--- src/core/tsac_pkg.sv ---
/*
 * tsac_pkg: constants shared by the temperature monitor control logic.
 * assumes: 40 MHz system clock, one clock domain.
 */
package tsac_pkg;

	// clock and conversion rates
	localparam int unsigned CLK_HZ         = 40_000_000;
	localparam int unsigned AUTO_RATE_HZ   = 4;
	localparam int unsigned REMOTE_RATE_HZ = 8;

	// register pointer values
	localparam logic [7:0] PTR_LOCAL_TEMP   = 8'h00;
	localparam logic [7:0] PTR_REMOTE_TEMP  = 8'h01;
	localparam logic [7:0] PTR_STATUS       = 8'h02;
	localparam logic [7:0] PTR_SETUP_RD     = 8'h03;
	localparam logic [7:0] PTR_LOCAL_LIM_RD = 8'h05;
	localparam logic [7:0] PTR_REMOTE_LIM_RD= 8'h07;
	localparam logic [7:0] PTR_SETUP_WR     = 8'h09;
	localparam logic [7:0] PTR_LOCAL_LIM_WR = 8'h0b;
	localparam logic [7:0] PTR_REMOTE_LIM_WR= 8'h0d;
	localparam logic [7:0] PTR_SINGLE_SHOT  = 8'h0f;
	localparam logic [7:0] PTR_REMOTE_EXT   = 8'h10;
	localparam logic [7:0] PTR_LOCAL_EXT    = 8'h11;
	localparam logic [7:0] PTR_MAKER_ID     = 8'hfe;

	// flag_summary bit positions
	localparam int unsigned ST_BUSY_BIT   = 7;
	localparam int unsigned ST_LOCAL_BIT  = 6;
	localparam int unsigned ST_REMOTE_BIT = 4;
	localparam int unsigned ST_OPEN_BIT   = 2;

	// operating_setup bit positions, reset and writable bits
	localparam int unsigned CFG_MASK_BIT    = 7;
	localparam int unsigned CFG_STANDBY_BIT = 6;
	localparam int unsigned CFG_REMOTE_BIT  = 5;
	localparam int unsigned CFG_QUEUE_BIT   = 4;
	localparam logic [7:0]  CFG_RESET       = 8'h10;
	localparam logic [7:0]  CFG_WR_MASK     = 8'hf0;

	// reset values and diode fault result
	localparam logic [7:0] PTR_RESET          = 8'h00;
	localparam logic [7:0] LOCAL_LIMIT_RESET  = 8'h46;
	localparam logic [7:0] REMOTE_LIMIT_RESET = 8'h78;
	localparam logic [7:0] DIODE_FAULT_TEMP   = 8'hff;

	// alert response address and last bit index of a byte
	localparam logic [6:0] ALERT_RESP_ADDR = 7'h0c;
	localparam logic [2:0] LAST_BIT        = 3'h7;

	typedef enum logic [3:0] {
		SMB_IDLE     = 4'h0,
		SMB_ADDR     = 4'h1,
		SMB_ADDR_END = 4'h2,
		SMB_ACK      = 4'h3,
		SMB_RX       = 4'h4,
		SMB_RX_END   = 4'h5,
		SMB_TX       = 4'h6,
		SMB_TX_END   = 4'h7,
		SMB_TX_ACK   = 4'h8,
		SMB_WAIT     = 4'h9
	} tsac_smb_e;

	typedef enum logic [1:0] {
		SCH_IDLE   = 2'h0,
		SCH_LOCAL  = 2'h1,
		SCH_REMOTE = 2'h2
	} tsac_sch_e;

endpackage : tsac_pkg

--- src/core/tsac_conv_sched.sv ---
/*
 * tsac_conv_sched: conversion scheduler for local and remote channels.
 * assumes: converter answers each conv_req with one conv_done pulse.
 */
`timescale 1ns/1ps
`default_nettype none

module tsac_conv_sched #(
	parameter int unsigned AUTO_PERIOD_CYC   = 10_000_000,
	parameter int unsigned REMOTE_PERIOD_CYC = 5_000_000
) (
	input  wire logic clk,
	input  wire logic rst_n,
	input  wire logic standby,
	input  wire logic remote_only,
	input  wire logic single_shot,
	input  wire logic conv_done,
	output logic      conv_req,
	output logic      conv_sel,
	output logic      busy
);

	tsac_pkg::tsac_sch_e state_reg;
	logic [23:0]         timer_reg;
	logic                tick;
	logic                start;

	assign tick  = (timer_reg == 24'h000000);
	assign start = (state_reg == tsac_pkg::SCH_IDLE) &&
		((tick && !standby) || (single_shot && standby));
	assign busy  = (state_reg != tsac_pkg::SCH_IDLE);

	////////////////////////////////////////////////////////////////////////
	// rate timer, 8 hz when remote only
	always_ff @(posedge clk or negedge rst_n) begin
		if (!rst_n) begin
			timer_reg <= 24'h000000;
		end else if (tick) begin
			timer_reg <= remote_only ? 24'(REMOTE_PERIOD_CYC - 1) :
				24'(AUTO_PERIOD_CYC - 1);
		end else begin
			timer_reg <= timer_reg - 24'h000001;
		end
	end

	////////////////////////////////////////////////////////////////////////
	// channel sequence
	always_ff @(posedge clk or negedge rst_n) begin
		if (!rst_n) begin
			state_reg <= tsac_pkg::SCH_IDLE;
			conv_req  <= 1'b0;
			conv_sel  <= 1'b0;
		end else begin
			conv_req <= 1'b0;
			unique case (state_reg)
				tsac_pkg::SCH_IDLE: begin
					if (start) begin
						conv_req  <= 1'b1;
						conv_sel  <= remote_only;
						state_reg <= remote_only ? tsac_pkg::SCH_REMOTE :
							tsac_pkg::SCH_LOCAL;
					end
				end
				tsac_pkg::SCH_LOCAL: begin
					if (conv_done) begin
						conv_req  <= 1'b1;
						conv_sel  <= 1'b1;
						state_reg <= tsac_pkg::SCH_REMOTE;
					end
				end
				tsac_pkg::SCH_REMOTE: begin
					if (conv_done) begin
						state_reg <= tsac_pkg::SCH_IDLE;
					end
				end
				default: begin
					state_reg <= tsac_pkg::SCH_IDLE;
				end
			endcase
		end
	end

endmodule : tsac_conv_sched

`default_nettype wire

--- src/core/tsac_top.sv ---
/*
 * tsac_top: smbus slave, registers, flags and alert of a two-channel
 * temperature monitor.
 * assumes: scl/sda/alert are open-drain pins resolved outside; converter
 * logic runs on clk and returns a 10-bit result per request.
 */
// Contract
// - status bit 7 shows conversion busy
// - status bit 6 latches local over-limit
// - status bit 4 latches remote over-limit
// - status bit 2 flags diode open
// - alert response uses bus arbitration
// - arbitration loser nacks, keeps alert low
// - alert response clears latch; refault reasserts
// - 8-bit pointer resets to zero
// - single shot in standby converts once
// - single shot ignored while single converting
// - single shot ignored in autonomous mode
// - setup bit 7 masks alert output
// - setup bit 6 selects standby
// - setup bit 5 remote only at 8hz
// - setup bit 4 needs two faults
// - one fixed 7-bit slave address
// - also answers alert response address
// - status read clears flags once cleared
// - flags read zero after reset
// - autonomous 4hz conversion after reset
// - alert released and cleared at reset
// - limits reset to 70 and 120
// - alert when temperature reaches limit
// - diode fault gives all ones, no alert
`timescale 1ns/1ps
`default_nettype none

module tsac_top #(
	parameter logic [6:0]  SLAVE_ADDR        = 7'h48,
	parameter logic [7:0]  MAKER_ID          = 8'h5a,  // arbitrary value
	parameter int unsigned AUTO_PERIOD_CYC   = tsac_pkg::CLK_HZ / tsac_pkg::AUTO_RATE_HZ,
	parameter int unsigned REMOTE_PERIOD_CYC = tsac_pkg::CLK_HZ / tsac_pkg::REMOTE_RATE_HZ
) (
	input  wire logic       clk,
	input  wire logic       nrst,
	input  wire logic       scl_in,
	input  wire logic       sda_in,
	output logic            sda_out,
	output logic            sda_oe,
	output logic            alert_out,
	output logic            alert_oe,
	output logic            conv_req,
	output logic            conv_sel,
	input  wire logic       conv_done,
	input  wire logic [9:0] conv_data,
	input  wire logic       diode_fault
);

	logic                rst_sync_reg;
	logic                rst_n;
	logic [2:0]          scl_sync_reg;
	logic [2:0]          sda_sync_reg;
	logic                scl_f_reg;
	logic                sda_f_reg;
	logic                scl_q_reg;
	logic                sda_q_reg;
	logic                scl_rise;
	logic                scl_fall;
	logic                bus_start;
	logic                bus_stop;
	tsac_pkg::tsac_smb_e smb_reg;
	logic [2:0]          bit_cnt_reg;
	logic [7:0]          shift_reg;
	logic                to_tx_reg;
	logic                is_ara_reg;
	logic                data_byte_reg;
	logic                acked_reg;
	logic                rx_stb_reg;
	logic                rx_data_reg;
	logic [7:0]          rx_byte_reg;
	logic                tx_done_reg;
	logic [7:0]          tx_byte;
	logic [7:0]          rd_data;
	logic [7:0]          register_pointer_reg;
	logic [7:0]          operating_setup_reg;
	logic [7:0]          local_limit_reg;
	logic [7:0]          remote_limit_reg;
	logic [9:0]          local_temp_reg;
	logic [9:0]          remote_temp_reg;
	logic                local_over_limit_flag;
	logic                remote_over_limit_flag;
	logic                open_flag_reg;
	logic                local_hot_reg;
	logic                remote_hot_reg;
	logic                alert_latch_reg;
	logic                single_shot;
	logic                busy;
	logic                status_read;
	logic                ara_done;
	logic [7:0]          conv_byte;
	logic                conv_hot;
	logic                conv_alert;

	////////////////////////////////////////////////////////////////////////
	// reset release
	always_ff @(posedge clk or negedge nrst) begin
		if (!nrst) begin
			rst_sync_reg <= 1'b0;
			rst_n        <= 1'b0;
		end else begin
			rst_sync_reg <= 1'b1;
			rst_n        <= rst_sync_reg;
		end
	end

	////////////////////////////////////////////////////////////////////////
	// pin synchronisers and filter
	always_ff @(posedge clk or negedge rst_n) begin
		if (!rst_n) begin
			scl_sync_reg <= 3'h7;
			sda_sync_reg <= 3'h7;
			scl_f_reg    <= 1'b1;
			sda_f_reg    <= 1'b1;
			scl_q_reg    <= 1'b1;
			sda_q_reg    <= 1'b1;
		end else begin
			scl_sync_reg <= {scl_sync_reg[1:0], scl_in};
			sda_sync_reg <= {sda_sync_reg[1:0], sda_in};
			if (scl_sync_reg[1] == scl_sync_reg[2]) begin
				scl_f_reg <= scl_sync_reg[2];
			end
			if (sda_sync_reg[1] == sda_sync_reg[2]) begin
				sda_f_reg <= sda_sync_reg[2];
			end
			scl_q_reg <= scl_f_reg;
			sda_q_reg <= sda_f_reg;
		end
	end

	assign scl_rise  = scl_f_reg && !scl_q_reg;
	assign scl_fall  = !scl_f_reg && scl_q_reg;
	assign bus_start = scl_f_reg && scl_q_reg && sda_q_reg && !sda_f_reg;
	assign bus_stop  = scl_f_reg && scl_q_reg && !sda_q_reg && sda_f_reg;
	assign tx_byte   = is_ara_reg ? {SLAVE_ADDR, 1'b0} : rd_data;

	////////////////////////////////////////////////////////////////////////
	// smbus slave bit engine
	always_ff @(posedge clk or negedge rst_n) begin
		if (!rst_n) begin
			smb_reg       <= tsac_pkg::SMB_IDLE;
			bit_cnt_reg   <= 3'h0;
			shift_reg     <= 8'h00;
			to_tx_reg     <= 1'b0;
			is_ara_reg    <= 1'b0;
			data_byte_reg <= 1'b0;
			acked_reg     <= 1'b0;
			sda_oe        <= 1'b0;
			rx_stb_reg    <= 1'b0;
			rx_data_reg   <= 1'b0;
			rx_byte_reg   <= 8'h00;
			tx_done_reg   <= 1'b0;
		end else begin
			rx_stb_reg  <= 1'b0;
			tx_done_reg <= 1'b0;
			if (bus_start) begin
				smb_reg       <= tsac_pkg::SMB_ADDR;
				bit_cnt_reg   <= 3'h0;
				data_byte_reg <= 1'b0;
				sda_oe        <= 1'b0;
			end else if (bus_stop) begin
				smb_reg <= tsac_pkg::SMB_IDLE;
				sda_oe  <= 1'b0;
			end else begin
				unique case (smb_reg)
					tsac_pkg::SMB_IDLE, tsac_pkg::SMB_WAIT: begin
						sda_oe <= 1'b0;
					end
					tsac_pkg::SMB_ADDR, tsac_pkg::SMB_RX: begin
						if (scl_rise) begin
							shift_reg   <= {shift_reg[6:0], sda_f_reg};
							bit_cnt_reg <= bit_cnt_reg + 3'h1;
							if (bit_cnt_reg == tsac_pkg::LAST_BIT) begin
								smb_reg <= (smb_reg == tsac_pkg::SMB_ADDR) ?
									tsac_pkg::SMB_ADDR_END : tsac_pkg::SMB_RX_END;
							end
						end
					end
					tsac_pkg::SMB_ADDR_END: begin
						if (scl_fall) begin
							if (shift_reg[7:1] == SLAVE_ADDR) begin
								sda_oe     <= 1'b1;
								to_tx_reg  <= shift_reg[0];
								is_ara_reg <= 1'b0;
								smb_reg    <= tsac_pkg::SMB_ACK;
							end else if (shift_reg[7:1] == tsac_pkg::ALERT_RESP_ADDR &&
								shift_reg[0] && alert_latch_reg) begin
								sda_oe     <= 1'b1;
								to_tx_reg  <= 1'b1;
								is_ara_reg <= 1'b1;
								smb_reg    <= tsac_pkg::SMB_ACK;
							end else begin
								smb_reg <= tsac_pkg::SMB_WAIT;
							end
						end
					end
					tsac_pkg::SMB_ACK: begin
						if (scl_fall) begin
							bit_cnt_reg <= 3'h0;
							if (to_tx_reg) begin
								shift_reg <= tx_byte;
								sda_oe    <= !tx_byte[7];
								smb_reg   <= tsac_pkg::SMB_TX;
							end else begin
								sda_oe  <= 1'b0;
								smb_reg <= tsac_pkg::SMB_RX;
							end
						end
					end
					tsac_pkg::SMB_RX_END: begin
						if (scl_fall) begin
							rx_stb_reg    <= 1'b1;
							rx_data_reg   <= data_byte_reg;
							rx_byte_reg   <= shift_reg;
							data_byte_reg <= 1'b1;
							sda_oe        <= 1'b1;
							smb_reg       <= tsac_pkg::SMB_ACK;
						end
					end
					tsac_pkg::SMB_TX: begin
						if (scl_rise) begin
							if (!sda_oe && !sda_f_reg) begin
								smb_reg <= tsac_pkg::SMB_WAIT;
							end else begin
								bit_cnt_reg <= bit_cnt_reg + 3'h1;
								if (bit_cnt_reg == tsac_pkg::LAST_BIT) begin
									smb_reg <= tsac_pkg::SMB_TX_END;
								end
							end
						end else if (scl_fall) begin
							shift_reg <= {shift_reg[6:0], 1'b0};
							sda_oe    <= !shift_reg[6];
						end
					end
					tsac_pkg::SMB_TX_END: begin
						if (scl_fall) begin
							sda_oe      <= 1'b0;
							tx_done_reg <= 1'b1;
							smb_reg     <= tsac_pkg::SMB_TX_ACK;
						end
					end
					tsac_pkg::SMB_TX_ACK: begin
						if (scl_rise) begin
							acked_reg <= !sda_f_reg;
						end else if (scl_fall) begin
							if (acked_reg && !is_ara_reg) begin
								bit_cnt_reg <= 3'h0;
								shift_reg   <= tx_byte;
								sda_oe      <= !tx_byte[7];
								smb_reg     <= tsac_pkg::SMB_TX;
							end else begin
								smb_reg <= tsac_pkg::SMB_WAIT;
							end
						end
					end
					default: begin
						smb_reg <= tsac_pkg::SMB_IDLE;
						sda_oe  <= 1'b0;
					end
				endcase
			end
		end
	end

	assign sda_out     = 1'b0;
	assign status_read = tx_done_reg && !is_ara_reg &&
		(register_pointer_reg == tsac_pkg::PTR_STATUS);
	assign ara_done    = tx_done_reg && is_ara_reg;
	assign single_shot = rx_stb_reg && !rx_data_reg &&
		(rx_byte_reg == tsac_pkg::PTR_SINGLE_SHOT);

	////////////////////////////////////////////////////////////////////////
	// pointer and writable registers
	always_ff @(posedge clk or negedge rst_n) begin
		if (!rst_n) begin
			register_pointer_reg <= tsac_pkg::PTR_RESET;
			operating_setup_reg  <= tsac_pkg::CFG_RESET;
			local_limit_reg      <= tsac_pkg::LOCAL_LIMIT_RESET;
			remote_limit_reg     <= tsac_pkg::REMOTE_LIMIT_RESET;
		end else if (rx_stb_reg) begin
			if (!rx_data_reg) begin
				register_pointer_reg <= rx_byte_reg;
			end else begin
				unique case (register_pointer_reg)
					tsac_pkg::PTR_SETUP_WR: begin
						operating_setup_reg <= rx_byte_reg & tsac_pkg::CFG_WR_MASK;
					end
					tsac_pkg::PTR_LOCAL_LIM_WR: begin
						local_limit_reg <= rx_byte_reg;
					end
					tsac_pkg::PTR_REMOTE_LIM_WR: begin
						remote_limit_reg <= rx_byte_reg;
					end
					default: begin
					end
				endcase
			end
		end
	end

	////////////////////////////////////////////////////////////////////////
	// read data select
	always_comb begin
		unique case (register_pointer_reg)
			tsac_pkg::PTR_LOCAL_TEMP:    rd_data = local_temp_reg[9:2];
			tsac_pkg::PTR_REMOTE_TEMP:   rd_data = remote_temp_reg[9:2];
			tsac_pkg::PTR_STATUS: begin
				rd_data = 8'h00;
				rd_data[tsac_pkg::ST_BUSY_BIT]   = busy;
				rd_data[tsac_pkg::ST_LOCAL_BIT]  = local_over_limit_flag;
				rd_data[tsac_pkg::ST_REMOTE_BIT] = remote_over_limit_flag;
				rd_data[tsac_pkg::ST_OPEN_BIT]   = open_flag_reg;
			end
			tsac_pkg::PTR_SETUP_RD:      rd_data = operating_setup_reg;
			tsac_pkg::PTR_LOCAL_LIM_RD:  rd_data = local_limit_reg;
			tsac_pkg::PTR_REMOTE_LIM_RD: rd_data = remote_limit_reg;
			tsac_pkg::PTR_REMOTE_EXT:    rd_data = {remote_temp_reg[1:0], 6'h00};
			tsac_pkg::PTR_LOCAL_EXT:     rd_data = {local_temp_reg[1:0], 6'h00};
			tsac_pkg::PTR_MAKER_ID:      rd_data = MAKER_ID;
			default:                     rd_data = 8'h00;
		endcase
	end

	////////////////////////////////////////////////////////////////////////
	// conversion scheduler
	tsac_conv_sched #(
		.AUTO_PERIOD_CYC   (AUTO_PERIOD_CYC),
		.REMOTE_PERIOD_CYC (REMOTE_PERIOD_CYC)
	) u_sched (
		.clk         (clk),
		.rst_n       (rst_n),
		.standby     (operating_setup_reg[tsac_pkg::CFG_STANDBY_BIT]),
		.remote_only (operating_setup_reg[tsac_pkg::CFG_REMOTE_BIT]),
		.single_shot (single_shot),
		.conv_done   (conv_done),
		.conv_req    (conv_req),
		.conv_sel    (conv_sel),
		.busy        (busy)
	);

	assign conv_byte  = conv_data[9:2];
	assign conv_hot   = conv_sel ?
		(!diode_fault && conv_byte >= remote_limit_reg) :
		(conv_byte >= local_limit_reg);
	assign conv_alert = conv_done && conv_hot &&
		(!operating_setup_reg[tsac_pkg::CFG_QUEUE_BIT] ||
		(conv_sel ? remote_hot_reg : local_hot_reg));

	////////////////////////////////////////////////////////////////////////
	// results and current fault conditions
	always_ff @(posedge clk or negedge rst_n) begin
		if (!rst_n) begin
			local_temp_reg  <= 10'h000;
			remote_temp_reg <= 10'h000;
			local_hot_reg   <= 1'b0;
			remote_hot_reg  <= 1'b0;
		end else if (conv_done) begin
			if (conv_sel) begin
				remote_temp_reg <= diode_fault ?
					{tsac_pkg::DIODE_FAULT_TEMP, 2'h0} : conv_data;
				remote_hot_reg  <= conv_hot;
			end else begin
				local_temp_reg <= conv_data;
				local_hot_reg  <= conv_hot;
			end
		end
	end

	////////////////////////////////////////////////////////////////////////
	// status flags, set wins over clear
	always_ff @(posedge clk or negedge rst_n) begin
		if (!rst_n) begin
			local_over_limit_flag  <= 1'b0;
			remote_over_limit_flag <= 1'b0;
			open_flag_reg          <= 1'b0;
		end else begin
			if (conv_done && !conv_sel && conv_hot) begin
				local_over_limit_flag <= 1'b1;
			end else if (status_read && !local_hot_reg) begin
				local_over_limit_flag <= 1'b0;
			end
			if (conv_done && conv_sel && conv_hot) begin
				remote_over_limit_flag <= 1'b1;
			end else if (status_read && !remote_hot_reg) begin
				remote_over_limit_flag <= 1'b0;
			end
			if (conv_done && conv_sel && diode_fault) begin
				open_flag_reg <= 1'b1;
			end else if (status_read && !diode_fault) begin
				open_flag_reg <= 1'b0;
			end
		end
	end

	////////////////////////////////////////////////////////////////////////
	// alert latch and open-drain output
	always_ff @(posedge clk or negedge rst_n) begin
		if (!rst_n) begin
			alert_latch_reg <= 1'b0;
		end else if (conv_alert) begin
			alert_latch_reg <= 1'b1;
		end else if (ara_done ||
			(status_read && !local_hot_reg && !remote_hot_reg)) begin
			alert_latch_reg <= 1'b0;
		end
	end

	assign alert_out = 1'b0;
	assign alert_oe  = alert_latch_reg &&
		!operating_setup_reg[tsac_pkg::CFG_MASK_BIT];

endmodule : tsac_top

`default_nettype wire

--- config.mk ---
export PLATFORM = sky130hd
export DESIGN_NAME = tsac_top
export DESIGN_NICKNAME = d
export VERILOG_FILES = /design/src/core/tsac_pkg.sv /design/src/core/tsac_conv_sched.sv /design/src/core/tsac_top.sv
export SDC_FILE = /design/constraint.sdc
export NUM_CORES = 1
export LEC_CHECK = 0
export ABC_AREA = 1
export BUFFER_PORTS_ARGS = -buffer_cell sky130_fd_sc_hd__buf_2
export CAP_MARGIN = 40
export CORE_MARGIN = 10
export CORE_UTILIZATION = 54
export CTS_BUF_LIST = sky130_fd_sc_hd__clkbuf_8
export CTS_CLUSTER_DIAMETER = 100
export DETAILED_ROUTE_END_ITERATION = 8
export GPL_TIMING_DRIVEN = 1
export PLACE_DENSITY_LB_ADDON = 0.12
export SYNTH_ARGS = -nofsm -noshare
export SYNTH_HDL_FRONTEND = slang
export SYNTH_SLANG_ARGS = --single-unit
--- constraint.sdc ---
create_clock -name clk -period 3.8 [get_ports clk]
set_input_delay 0.19 -clock clk [delete_from_list [all_inputs] [get_ports clk]]
set_output_delay 0.19 -clock clk [all_outputs]
set_load 0.005 [all_outputs]
==> results of run 1 <==
[path summary, 6_finish.rpt]
| check | startpoint | to | slack [ns] |
|---|---|---|---|
| setup / recovery | register_pointer_reg[7] | shift_reg[1] | 1.84 |
| hold / removal | conv_data[4] | local_temp_reg[4] | 0.02 |
| setup reg to reg | register_pointer_reg[7] | shift_reg[1] | 1.84 |
| hold reg to reg | rst_n | local_temp_reg[7] | 0.30 |
| max in group asynchronous | rst_n | sda_sync_reg[1] | 2.73 |
| min in group asynchronous | nrst | rst_n | 0.07 |
[worst max-delay path, cell delays in order (launching register included)]
cell and delay, ns:
dfrtp_1 0.41, nor2_1 0.14, nand2_2 0.13, inv_2 0.29
nand2_1 0.21, inv_1 0.13, nor2_1 0.07, a21oi_2 0.25
nand2_1 0.13, a21oi_2 0.13
[layout make-up]
cell class	count	area share, %
tap	172	2.78
clock inverter	8	1.76
multi-input combinational	666	42.1
inverter	114	5.59
clock buffer	24	4.26
sequential	125	40.7
timing repair buffer	30	2.78
[synthesized netlist by cell type (2+ instances only)]
library cell,n
dfrtp_1,107
nor4_1,2
conb_1,2
nor2_1,114
a31oi_1,6
nor3_1,13
a21oi_2,8
maj3_1,2
o21ai_0,81
nand3_2,2
or2_2,2
o211ai_1,2
dfstp_2,18
xor2_1,5
o21a_1,2
nor2_4,8
a21oi_1,22
nand2_2,8
nor2_2,15
inv_1,105
xnor2_1,2
inv_2,8
nand4_1,11
nand2_1,263
nand3_1,55
clkbuf_1,9
buf_4,4
o21ai_1,4
buf_2,2
o22ai_1,3
o21ai_2,2
ha_1,20
[power by group through the flow]
stage	Sequential [uW]	Combinational [uW]	Clock, uW
3_5_place_dp	1680	660	0
5_1_grt	1690	770	1430
4_1_cts	1660	667	1370
6_report	1660	666	1340
3_3_place_gp	1690	639	0
2_1_floorplan	1650	486	0
[placed cells by master, fill, tap and decap left out, types with 3 or more instances in the layout]
cell type / n
inv_2: 8
a31oi_1: 6
bufinv_16: 4
xor2_1: 5
buf_2: 19
nor2_2: 15
nor2_4: 8
nor3_1: 13
conb_1: 3
ha_1: 20
a21oi_2: 8
o21ai_0: 81
nand4_1: 11
clkbuf_8: 24
nor2_1: 114
nand3_1: 55
a21oi_1: 22
o22ai_1: 3
dfstp_2: 18
dlygate4sd3_1: 7
nand2_2: 8
buf_4: 3
o21ai_1: 4
inv_1: 108
dfrtp_1: 106
nand2_1: 263
[kinds of logic after synthesis]
group / share of synthesized area (%)
buffers and inverters: 7.47
adders and majority gates: 3.90
DFF: 45.5
and+or+nand+nor: 31.6
other: 0.108
xor gates and xnor gates: 0.884
AOI/OAI and AO/OA: 10.6
[metal layers]
metal / vias up / wire length (um) / GRT usage (%)
met5: - / 0 / 0
met4: 0 / 595 / 9.43
met3: 41 / 968 / 3.98
met2: 177 / 7480 / 29.2
met1: 2775 / 8080 / 28.3
li1: 3007 / - / -
[through the flow]
stage	hold WS, ns	setup WS (ns)	instance area [sq um]	util (%)	power (uW)
after floorplan	-0.106	0.0911	6940	-	2130
after global placement	-0.0246	1.95	7190	57.0	2330
after detailed placement	-0.0234	1.91	7210	57.2	2340
after CTS	0.000591	1.88	7750	61.4	3690
after global routing	0.0173	1.61	7750	61.4	3890
final	0.0247	1.84	7750	61.4	3670
==> metrics.txt, run 1 <==
# TYPE chip_impl_metric gauge
chip_impl_metric{name="total_global_route_track_usage",unit="%"} 20.2
chip_impl_metric{name="share_clk_of_total_power",unit="%"} 36.6
chip_impl_metric{name="antenna-diode-count",unit=""} 0
chip_impl_metric{name="ys_async_sr_fraction",unit="%"} 100
chip_impl_info{name="root_buffer",value="clkbuf_8"} 1
chip_impl_metric{name="initialDrtViolationCount",unit=""} 378
chip_impl_info{name="netlist.top_cell.by_area",value="dfrtp_1"} 1
chip_impl_metric{name="core_region_area",unit="sq um"} 12600
chip_impl_metric{name="core.rowCount",unit=""} 41
chip_impl_metric{name="p_leak",unit="uW"} 0.00369
chip_impl_metric{name="clkSlewWorstSetupHoldPaths",unit="ns"} 0.07
chip_impl_metric{name="synth.cell_area",unit="sq um"} 6930
chip_impl_metric{name="fill_count",unit=""} 1181
chip_impl_info{name="post_synth_main_area_contributors",value="dfrtp_1 39%, nand2_1 14%, dfstp_2 6.8%, nor2_1 6.2%, o21ai_0 5.8%"} 1
chip_impl_metric{name="synth_seq_cells",unit=""} 125
chip_impl_metric{name="final_min_period_over_clock_period",unit="%"} 51.5
chip_impl_metric{name="routedWlPerCell",unit="um"} 15.0
chip_impl_metric{name="die_width",unit="um"} 133
chip_impl_metric{name="die_h",unit="um"} 133
chip_impl_info{name="rsz0062_at_grt",value="false"} 1
chip_impl_metric{name="clk_path_buf_depth",unit=""} 2
chip_impl_metric{name="sequentialPowerShare",unit="%"} 45.3
chip_impl_metric{name="switching_share",unit="%"} 29.7
chip_impl_metric{name="finish.cell_count_without_fillers",unit=""} 1139
chip_impl_metric{name="multi_input_comb_area",unit="sq um"} 3270
chip_impl_metric{name="htree_levels",unit=""} 4
chip_impl_metric{name="power_report.internal_total",unit="uW"} 2580
chip_impl_metric{name="whs_path_depth",unit=""} 3
chip_impl_metric{name="cap_viol_max_count",unit=""} 0
chip_impl_metric{name="clock-sinks",unit=""} 125
chip_impl_metric{name="dpl.hpwl",unit="um"} 13000
chip_impl_metric{name="global_route.overflow_total",unit=""} 0
chip_impl_metric{name="drt_first_pass_iters",unit=""} 5
chip_impl_info{name="ys_dominant_reg_cell",value="dfrtp_1"} 1
chip_impl_metric{name="post_synth_num_cell_types",unit=""} 45
chip_impl_metric{name="floorplan.initialDensity",unit="%"} 54.9
chip_impl_metric{name="drive_above_1_share",unit="%"} 13.3
chip_impl_info{name="hold_class",value="in -> reg"} 1
chip_impl_metric{name="ff2ff_path_depth",unit=""} 9
chip_impl_metric{name="avgSynthCellArea",unit="sq um"} 7.53
chip_impl_metric{name="combinationalPowerShare",unit="%"} 18.1
chip_impl_metric{name="cts_buffers",unit=""} 17
chip_impl_metric{name="grt_max_degree",unit=""} 46
chip_impl_metric{name="post-cts-setup-buffer-count",unit=""} 0
chip_impl_metric{name="numnets_final",unit=""} 990
chip_impl_metric{name="max-vdd-ir-drop",unit="V"} 0.000381
chip_impl_metric{name="port-buffer-count",unit=""} 19
chip_impl_metric{name="area_delta_synth_final",unit="%"} 11.8
chip_impl_metric{name="cp.required",unit="ns"} 4.17
chip_impl_metric{name="detail_route.vias_per_cell",unit=""} 5.27
chip_impl_info{name="crit_path_end_kind",value="flop"} 1
chip_impl_metric{name="largest_register_ff_count",unit=""} 24
chip_impl_metric{name="finalWeightedCongestion",unit=""} 0.967
chip_impl_metric{name="antenna_found_initial",unit=""} 0
chip_impl_info{name="critPathLaunchType",value="flop"} 1
chip_impl_metric{name="clock_insertion_delay_worst_skew",unit="ns"} 0.44
chip_impl_info{name="status",value="finished clean"} 1
chip_impl_metric{name="netlist.area_leader.share",unit="%"} 38.6
chip_impl_metric{name="via_count",unit=""} 6000
chip_impl_info{name="tritoncts",value="built"} 1
chip_impl_metric{name="postCtsHoldBufs",unit=""} 7
chip_impl_metric{name="vias_in_the_first_global_route",unit=""} 5776
chip_impl_metric{name="ioPinCount",unit=""} 22
chip_impl_metric{name="floorplan.die_area",unit="sq um"} 17800
chip_impl_metric{name="sw_pwr",unit="uW"} 1090
chip_impl_metric{name="fin_tns_setup",unit="ns"} 0
chip_impl_metric{name="final-setup-viol-count",unit=""} 0
chip_impl_metric{name="post_route_drc_violation_count",unit=""} 0
chip_impl_metric{name="slew_viol_final",unit=""} 0
chip_impl_metric{name="cts-resized-gates",unit=""} 0
chip_impl_metric{name="yosys_warning_count",unit=""} 0
chip_impl_metric{name="power_density",unit="nW/um^2"} 473
chip_impl_metric{name="worst_clock_skew",unit="ns"} 0.00662
chip_impl_metric{name="netlist_instances",unit=""} 920
chip_impl_metric{name="final.min_clock_period",unit="ns"} 1.96
chip_impl_metric{name="regArea",unit="sq um"} 3150
chip_impl_info{name="path_class",value="reg -> reg"} 1
chip_impl_metric{name="maxSlewHeadroom",unit="%"} 42.6
chip_impl_metric{name="post-place-cells",unit=""} 1100
chip_impl_metric{name="critical_path.max_fanout",unit=""} 20
chip_impl_metric{name="drtAntennaViolNets",unit=""} 0
chip_impl_metric{name="synth_enable_flop_cells",unit=""} 0
chip_impl_metric{name="grt_pass1_wl",unit="um"} 29000
chip_impl_metric{name="worst_pin_slew",unit="ns"} 0.858
chip_impl_metric{name="postRouteWirelength",unit="um"} 17100
chip_impl_metric{name="fmaxAchievable",unit="GHz"} 0.511
chip_impl_metric{name="synth-seq-area-share",unit="%"} 45.5
chip_impl_metric{name="final_hold_viol_count",unit=""} 0
chip_impl_metric{name="cp.arrival",unit="ns"} 2.33
Note: power is estimated with default switching activity, not from simulation.
==> run 2, diff against run 1 <==
==> constraint.sdc (replaced) <==
create_clock -name clk -period 1.8 [get_ports clk]
set_input_delay 0.09 -clock clk [delete_from_list [all_inputs] [get_ports clk]]
set_output_delay 0.09 -clock clk [all_outputs]
set_load 0.005 [all_outputs]
==> run 2 against run 1 <==
Power is 100% higher. Sequential power is 110% higher. Via count is 3.1% higher. Clock skew is 0.0064 ns higher. Wire length is 4.1% higher. Fmax is 15% higher. Non-clock buffer count is 42 higher. Cell count is 3.7% higher. First-iteration DRC count is 60% higher. Setup slack worse by 1.7 ns. Clock-buffer cell count is 5 lower. Critical path depth is 1 higher. Critical endpoint is now remote_hot_reg. Largest cell class unchanged. Largest power group unchanged. Highest routed layer unchanged.
==> metrics.txt, run 2 (synthesized netlist as in run 1, its figures left out) <==
# TYPE chip_impl_metric gauge
chip_impl_metric{name="routedWlPerCell",unit="um"} 15.1
chip_impl_metric{name="post-place-cells",unit=""} 1127
chip_impl_metric{name="detail_route.vias_per_cell",unit=""} 5.24
chip_impl_metric{name="fmaxAchievable",unit="GHz"} 0.587
chip_impl_metric{name="initialDrtViolationCount",unit=""} 603
chip_impl_metric{name="stdcell_area",unit="sq um"} 8100
chip_impl_metric{name="cts_buffers",unit=""} 17
chip_impl_metric{name="critical_path.max_fanout",unit=""} 3
chip_impl_metric{name="total_global_route_track_usage",unit="%"} 20.5
chip_impl_metric{name="via_count",unit=""} 6185
chip_impl_metric{name="drive_above_1_share",unit="%"} 18.4
chip_impl_metric{name="global_route.overflow_total",unit=""} 0
chip_impl_metric{name="finish.cell_count_without_fillers",unit=""} 1181
chip_impl_metric{name="pre_cts_slack",unit="ns"} 0.0724
chip_impl_metric{name="area_delta_synth_final",unit="%"} 16.9
chip_impl_metric{name="finalWeightedCongestion",unit=""} 1.03
chip_impl_metric{name="dpl.hpwl",unit="um"} 13400
chip_impl_metric{name="placement.cell_area",unit="sq um"} 7420
chip_impl_info{name="status",value="finished clean"} 1
chip_impl_info{name="path_class",value="reg -> reg"} 1
chip_impl_metric{name="grt_pass1_wl",unit="um"} 29600
chip_impl_metric{name="drtAntennaViolNets",unit=""} 0
chip_impl_metric{name="die_h",unit="um"} 133
chip_impl_metric{name="fill_count",unit=""} 1150
chip_impl_metric{name="floorplan.die_area",unit="sq um"} 17800
chip_impl_metric{name="final_core_util",unit="%"} 64.2
chip_impl_info{name="critPathLaunchType",value="flop"} 1
chip_impl_info{name="crit_path_end_kind",value="flop"} 1
chip_impl_info{name="root_buffer",value="clkbuf_8"} 1
chip_impl_metric{name="clk_path_buf_depth",unit=""} 2
chip_impl_metric{name="final.min_clock_period",unit="ns"} 1.70
chip_impl_metric{name="numnets_final",unit=""} 1032
chip_impl_metric{name="drt_first_pass_iters",unit=""} 5
chip_impl_metric{name="cp.arrival",unit="ns"} 2.04
chip_impl_metric{name="htree_levels",unit=""} 4
chip_impl_metric{name="max-vdd-ir-drop",unit="V"} 0.000955
chip_impl_metric{name="clock_insertion_delay_worst_skew",unit="ns"} 0.45
chip_impl_metric{name="ioPinCount",unit=""} 22
chip_impl_metric{name="antenna_found_initial",unit=""} 0
chip_impl_metric{name="final_hold_viol_count",unit=""} 0
chip_impl_metric{name="floorplan.initialDensity",unit="%"} 54.9
chip_impl_metric{name="postRouteWirelength",unit="um"} 17800
chip_impl_metric{name="final-setup-viol-count",unit=""} 0
chip_impl_info{name="layout.cells.most_common_list",value="257 x nand2_1, 109 x nor2_1, 106 x inv_1"} 1
chip_impl_metric{name="vias_in_the_first_global_route",unit=""} 5905
chip_impl_metric{name="cap_viol_max_count",unit=""} 0
chip_impl_metric{name="grt_max_degree",unit=""} 55
chip_impl_metric{name="clkSlewWorstSetupHoldPaths",unit="ns"} 0.08
chip_impl_metric{name="cp.required",unit="ns"} 2.14
chip_impl_metric{name="core_region_area",unit="sq um"} 12600
chip_impl_metric{name="final_min_period_over_clock_period",unit="%"} 94.7
chip_impl_metric{name="core.rowCount",unit=""} 41
chip_impl_metric{name="worst_clock_skew",unit="ns"} 0.0130
chip_impl_metric{name="antenna-diode-count",unit=""} 0
chip_impl_metric{name="p_leak",unit="uW"} 0.00386
chip_impl_metric{name="power_density",unit="nW/um^2"} 912
chip_impl_metric{name="die_width",unit="um"} 133
chip_impl_metric{name="clock-sinks",unit=""} 125
chip_impl_info{name="hold_class",value="in -> reg"} 1
chip_impl_info{name="rsz0062_at_grt",value="true"} 1
chip_impl_info{name="final_common_cell",value="nand2_1"} 1
chip_impl_metric{name="post_route_drc_violation_count",unit=""} 0
chip_impl_info{name="tritoncts",value="built"} 1
chip_impl_metric{name="port-buffer-count",unit=""} 19
chip_impl_metric{name="fin_tns_setup",unit="ns"} 0
chip_impl_metric{name="slew_viol_final",unit=""} 0
chip_impl_metric{name="largest_register_ff_count",unit=""} 24
chip_impl_metric{name="fin_ws",unit="ns"} 0.0956
==> run 2: cell types whose count changed in the layout (fill, tap and decap cells not counted), sizes merged <==
cell	before	now
dlygate4sd3	7	15
clkinvlp	0	3
inv	117	116
clkbuf	24	19
buf	23	57
bufinv	4	2
clkinv	1	6
==> run 2: critical path, cell delays in order (launching register included) <==
cell and delay, ns:
dfstp_2 0.55, inv_1 0.05, ha_1 0.28, a21oi_1 0.12
o21ai_0 0.10, nand2_1 0.07, nand3_1 0.09, nand2_1 0.09
nand2_1 0.08, nand3_1 0.12, nand2_1 0.05
==> run 2: final timing paths <==
check	start	endpoint	slack (ns)	cells past startpoint
setup reg to reg	remote_limit_reg[3]	remote_hot_reg	0.1	10
min in group asynchronous	rst_n	remote_temp_reg[9]	0.24	0
hold / removal	diode_fault	remote_temp_reg[5]	0.04	3
hold reg to reg	rst_n	remote_temp_reg[9]	0.24	0
setup / recovery	remote_limit_reg[3]	remote_hot_reg	0.1	10
max in group asynchronous	rst_n	remote_limit_reg[5]	0.91	1
==> run 2: routing by layer <==
metal / track usage (%) / up-vias / wire, um
li1: - / 3099 / -
met1: 27.9 / 2870 / 8230
met2: 31.6 / 190 / 8170
met3: 4.66 / 26 / 1160
met4: 7.07 / 0 / 267
met5: 0 / - / 0
==> run 2: power breakdown <==
part	switching (uW)	internal, uW
sequential	295	3190
clock	1150	1280
combinational	933	543
==> run 2: layout make-up <==
type | instances | area (sq um) | area share [%]
clock buffers | 19 | 262 | 3.23
multi-input cells | 666 | 3350 | 41.3
inverters | 114 | 438 | 5.40
well taps | 172 | 215 | 2.66
repair buffers | 72 | 556 | 6.86
flip-flops and latches | 125 | 3160 | 39.0
clock inverters | 13 | 126 | 1.56
==> run 2: stage by stage <==
| stage | total power (uW) | hold WS (ns) |
|---|---|---|
| global route | 7820 | 0.0182 |
| floorplan | 4510 | -0.206 |
| global placement | 4930 | -0.124 |
| CTS | 7400 | 0.0174 |
| detailed placement | 4940 | -0.124 |
| finish | 7390 | 0.0362 |
==> run 2: repair_timing <==
item	in CTS	in global routing
resized for setup	0	28
hold endpoints to repair	27	0
endpoints found under the setup margin	0	21
setup buffers	0	7
hold buffers	15	0
==> run 3, diff against run 2 <==
--- a/config.mk
+++ b/config.mk
@@ -5,7 +5,6 @@
 export SDC_FILE = /design/constraint.sdc
 export NUM_CORES = 1
 export LEC_CHECK = 0
-export ABC_AREA = 1
 export BUFFER_PORTS_ARGS = -buffer_cell sky130_fd_sc_hd__buf_2
 export CAP_MARGIN = 40
 export CORE_MARGIN = 10
==> run 3 against run 2 <==
The flow now finishes with violations (negative setup slack). Register-to-register slack got worse by 0.39 ns. Setup slack got worse by 0.39 ns. Synthesized cell count down 24%. Clock power is 5% lower. First-iteration DRC count grew 6.5%. Critical path type unchanged. Largest cell class unchanged.
==> metrics.txt, run 3 <==
# TYPE chip_impl_metric gauge
chip_impl_metric{name="critPathMaxStageDelay",unit="ns"} 0.57
chip_impl_metric{name="grt_pass1_wl",unit="um"} 30300
chip_impl_info{name="path_class",value="reg -> reg"} 1
chip_impl_info{name="hold_class",value="in -> reg"} 1
chip_impl_metric{name="die_h",unit="um"} 131
chip_impl_info{name="violations",value="negative setup slack"} 1
chip_impl_metric{name="detail_route.vias_per_cell",unit=""} 5.86
chip_impl_info{name="rsz0062_at_grt",value="true"} 1
chip_impl_metric{name="antenna_found_initial",unit=""} 0
chip_impl_metric{name="largest_register_ff_count",unit=""} 24
chip_impl_info{name="ys_dominant_reg_cell",value="dfrtp_1"} 1
chip_impl_metric{name="clk_path_buf_depth",unit=""} 2
chip_impl_metric{name="max-vdd-ir-drop",unit="V"} 0.000693
chip_impl_metric{name="clock-sinks",unit=""} 125
chip_impl_info{name="final_common_cell",value="buf_4"} 1
chip_impl_metric{name="die_width",unit="um"} 131
chip_impl_metric{name="critPathBufInv",unit=""} 0
chip_impl_metric{name="fin_ws",unit="ns"} -0.291
chip_impl_metric{name="multi_input_comb_area",unit="sq um"} 3860
chip_impl_metric{name="clkSlewWorstSetupHoldPaths",unit="ns"} 0.08
chip_impl_metric{name="synth_seq_cells",unit=""} 125
chip_impl_metric{name="core_region_area",unit="sq um"} 12000
chip_impl_metric{name="total_global_route_track_usage",unit="%"} 23.0
chip_impl_metric{name="p_leak",unit="uW"} 0.00395
chip_impl_metric{name="post_synth_num_cell_types",unit=""} 74
chip_impl_metric{name="dpl.hpwl",unit="um"} 13300
chip_impl_metric{name="fill_count",unit=""} 820
chip_impl_metric{name="numnets_final",unit=""} 896
chip_impl_info{name="root_buffer",value="clkbuf_8"} 1
chip_impl_info{name="path_cells",value="or4_4 -> or4_4 -> nor4_4 -> nand2_1 -> xor2_1 -> a21oi_2"} 1
chip_impl_metric{name="post_route_drc_violation_count",unit=""} 0
chip_impl_metric{name="synth_enable_flop_cells",unit=""} 0
chip_impl_metric{name="netlist.area_leader.share",unit="%"} 40.5
chip_impl_metric{name="fmaxAchievable",unit="GHz"} 0.478
chip_impl_info{name="synthTopCellsByCount",value="107 x dfrtp_1, 104 x nand2_1, 55 x o21ai_0"} 1
chip_impl_metric{name="drt_first_pass_iters",unit=""} 6
chip_impl_metric{name="regArea",unit="sq um"} 3160
chip_impl_metric{name="avgSynthCellArea",unit="sq um"} 9.45
chip_impl_metric{name="cp.required",unit="ns"} 2.13
chip_impl_metric{name="final_hold_viol_count",unit=""} 0
chip_impl_metric{name="power_density",unit="nW/um^2"} 752
chip_impl_metric{name="ioPinCount",unit=""} 22
chip_impl_info{name="timing.critical_path.max_delay_family",value="simple AND/OR/NAND/NOR gates"} 1
chip_impl_metric{name="core.rowCount",unit=""} 40
chip_impl_metric{name="ys_async_sr_fraction",unit="%"} 100
chip_impl_metric{name="cts_buffers",unit=""} 17
chip_impl_metric{name="global_route.overflow_total",unit=""} 0
chip_impl_info{name="post-synth-top-count-cell",value="dfrtp_1"} 1
chip_impl_metric{name="fin_tns_setup",unit="ns"} -4.93
chip_impl_metric{name="via_count",unit=""} 5979
chip_impl_info{name="status",value="finished with violations"} 1
chip_impl_metric{name="final.min_clock_period",unit="ns"} 2.09
chip_impl_info{name="tritoncts",value="built"} 1
chip_impl_info{name="netlist.top_cell.by_area",value="dfrtp_1"} 1
chip_impl_metric{name="slew_viol_final",unit=""} 0
chip_impl_metric{name="synth.cell_area",unit="sq um"} 6610
chip_impl_metric{name="synth-seq-area-share",unit="%"} 47.6
chip_impl_metric{name="cp.arrival",unit="ns"} 2.42
chip_impl_metric{name="final-setup-viol-count",unit=""} 35
chip_impl_metric{name="finalWeightedCongestion",unit=""} 0.910
chip_impl_metric{name="vias_in_the_first_global_route",unit=""} 5999
chip_impl_metric{name="initialDrtViolationCount",unit=""} 642
chip_impl_metric{name="htree_levels",unit=""} 4
chip_impl_metric{name="yosys_warning_count",unit=""} 0
chip_impl_metric{name="clock_insertion_delay_worst_skew",unit="ns"} 0.45
chip_impl_metric{name="drive_above_1_share",unit="%"} 41.9
chip_impl_metric{name="netlist_instances",unit=""} 700
chip_impl_metric{name="floorplan.initialDensity",unit="%"} 55.1
chip_impl_info{name="layout.cells.most_common_list",value="114 x buf_4, 101 x dfrtp_1, 92 x nand2_1"} 1
chip_impl_metric{name="postRouteWirelength",unit="um"} 19100
chip_impl_metric{name="critical_path.max_fanout",unit=""} 3
chip_impl_metric{name="area_delta_synth_final",unit="%"} 38.5
chip_impl_metric{name="post-place-cells",unit=""} 961
chip_impl_metric{name="final_min_period_over_clock_period",unit="%"} 116
chip_impl_info{name="critPathLaunchType",value="flop"} 1
chip_impl_metric{name="routedWlPerCell",unit="um"} 18.8
chip_impl_info{name="post_synth_main_area_contributors",value="dfrtp_1 40%, dfstp_2 7.2%, nand2_1 5.9%, mux2_2 4.3%, o21ai_0 4.2%"} 1
chip_impl_metric{name="final_core_util",unit="%"} 76.2
chip_impl_info{name="crit_slowest_cell",value="or4_4"} 1
chip_impl_metric{name="worst_clock_skew",unit="ns"} 0.00959
chip_impl_info{name="crit_path_end_kind",value="flop"} 1
chip_impl_metric{name="port-buffer-count",unit=""} 19
chip_impl_metric{name="grt_max_degree",unit=""} 63
chip_impl_metric{name="antenna-diode-count",unit=""} 0
chip_impl_metric{name="cap_viol_max_count",unit=""} 0
chip_impl_metric{name="finish.cell_count_without_fillers",unit=""} 1020
chip_impl_metric{name="floorplan.die_area",unit="sq um"} 17100
chip_impl_metric{name="drtAntennaViolNets",unit=""} 0
chip_impl_info{name="critical_path.most_common_cell",value="or4_4"} 1
-- run 3: cell count changes after synthesis, sizes merged, moves of 8 or more --
cell / before / now
nor2: 137 / 55
nand4: 13 / 5
nand3: 57 / 22
nand2b: 0 / 12
mux2i: 0 / 13
nand2: 272 / 106
o21ai: 87 / 58
inv: 114 / 31
clkbuf: 9 / 18
nor2b: 0 / 17
mux2: 0 / 26
-- run 3: area by class of cell --
cell class                      instances  share of cell area (%)
Clock buffer                           19                    2.86
Clock inverter                         13                    1.28
Inverter                               32                    1.35
Multi-Input combinational cell        512                    42.2
Sequential cell                       125                    34.5
Tap cell                              147                    2.01
Timing Repair Buffer                  172                    15.8
-- run 3: per-layer routing --
metal	routed length, um	up-vias	GRT usage, %	share of wire (%)
met5	0	-	0	0
met4	868	0	11.3	4.5
met3	991	69	5.92	5.2
met2	9690	201	38.4	51
met1	7590	2920	27.1	40
li1	-	2789	-	-
-- run 3: cell families after synthesis --
kind of cell	share of synthesized area, %
AOI/OAI and AO/OA	13.5
xor gates and xnor gates	2.52
adders and majority gates	4.09
buffers and inverters	3.90
DFF	47.6
muxes	6.40
other	0.114
and+or+nand+nor	21.9
-- run 3: what timing repair did --
action	4_1_cts	5_1_grt
gates cloned	0	2
hold buffers	14	0
buffers inserted	6	9
pin swaps	44	39
setup endpoints to repair	73	80
gates resized for setup	67	112
endpoints found under the hold margin	24	0
-- run 3: per-stage QoR --
step / total power [uW] / hold slack, ns / instance area, sq um / setup WS, ns
after CTS: 6800 / 0.0109 / 8630 / -0.262
after global placement: 4340 / -0.125 / 7800 / -0.214
after floorplan: 3970 / -0.206 / 6680 / -0.213
after global routing: 7260 / 0.0432 / 9160 / -0.387
after detailed placement: 4400 / -0.122 / 7800 / -0.272
final: 6890 / 0.0571 / 9160 / -0.291
-- run 3: tightest hold or removal path: stages --
cell     delay (ns)
buf_2          0.19
nor2_1         0.12
o21ai_0        0.07
-- run 3: worst paths after layout --
check / endpoint / from / slack, ns / cells after the start
setup / recovery: u_sched.timer_reg[20] / u_sched.timer_reg[12] / -0.29 / 6
setup reg to reg: u_sched.timer_reg[20] / u_sched.timer_reg[12] / -0.29 / 6
hold reg to reg: u_sched.conv_req / rst_n / 0.22 / 0
hold / removal: remote_temp_reg[8] / diode_fault / 0.06 / 3
min in group asynchronous: u_sched.conv_req / rst_n / 0.22 / 0
max in group asynchronous: scl_f_reg / rst_n / 0.93 / 1
-- run 3: power by group --
part | total, uW | internal [uW] | switching, uW | leakage (uW)
Sequential | 3400 | 3130 | 265 | 0.00153
Clock | 2320 | 1160 | 1160 | 0.000180
Combinational | 1170 | 581 | 590 | 0.00225
Total | 6890 | 4870 | 2020 | 0.00395
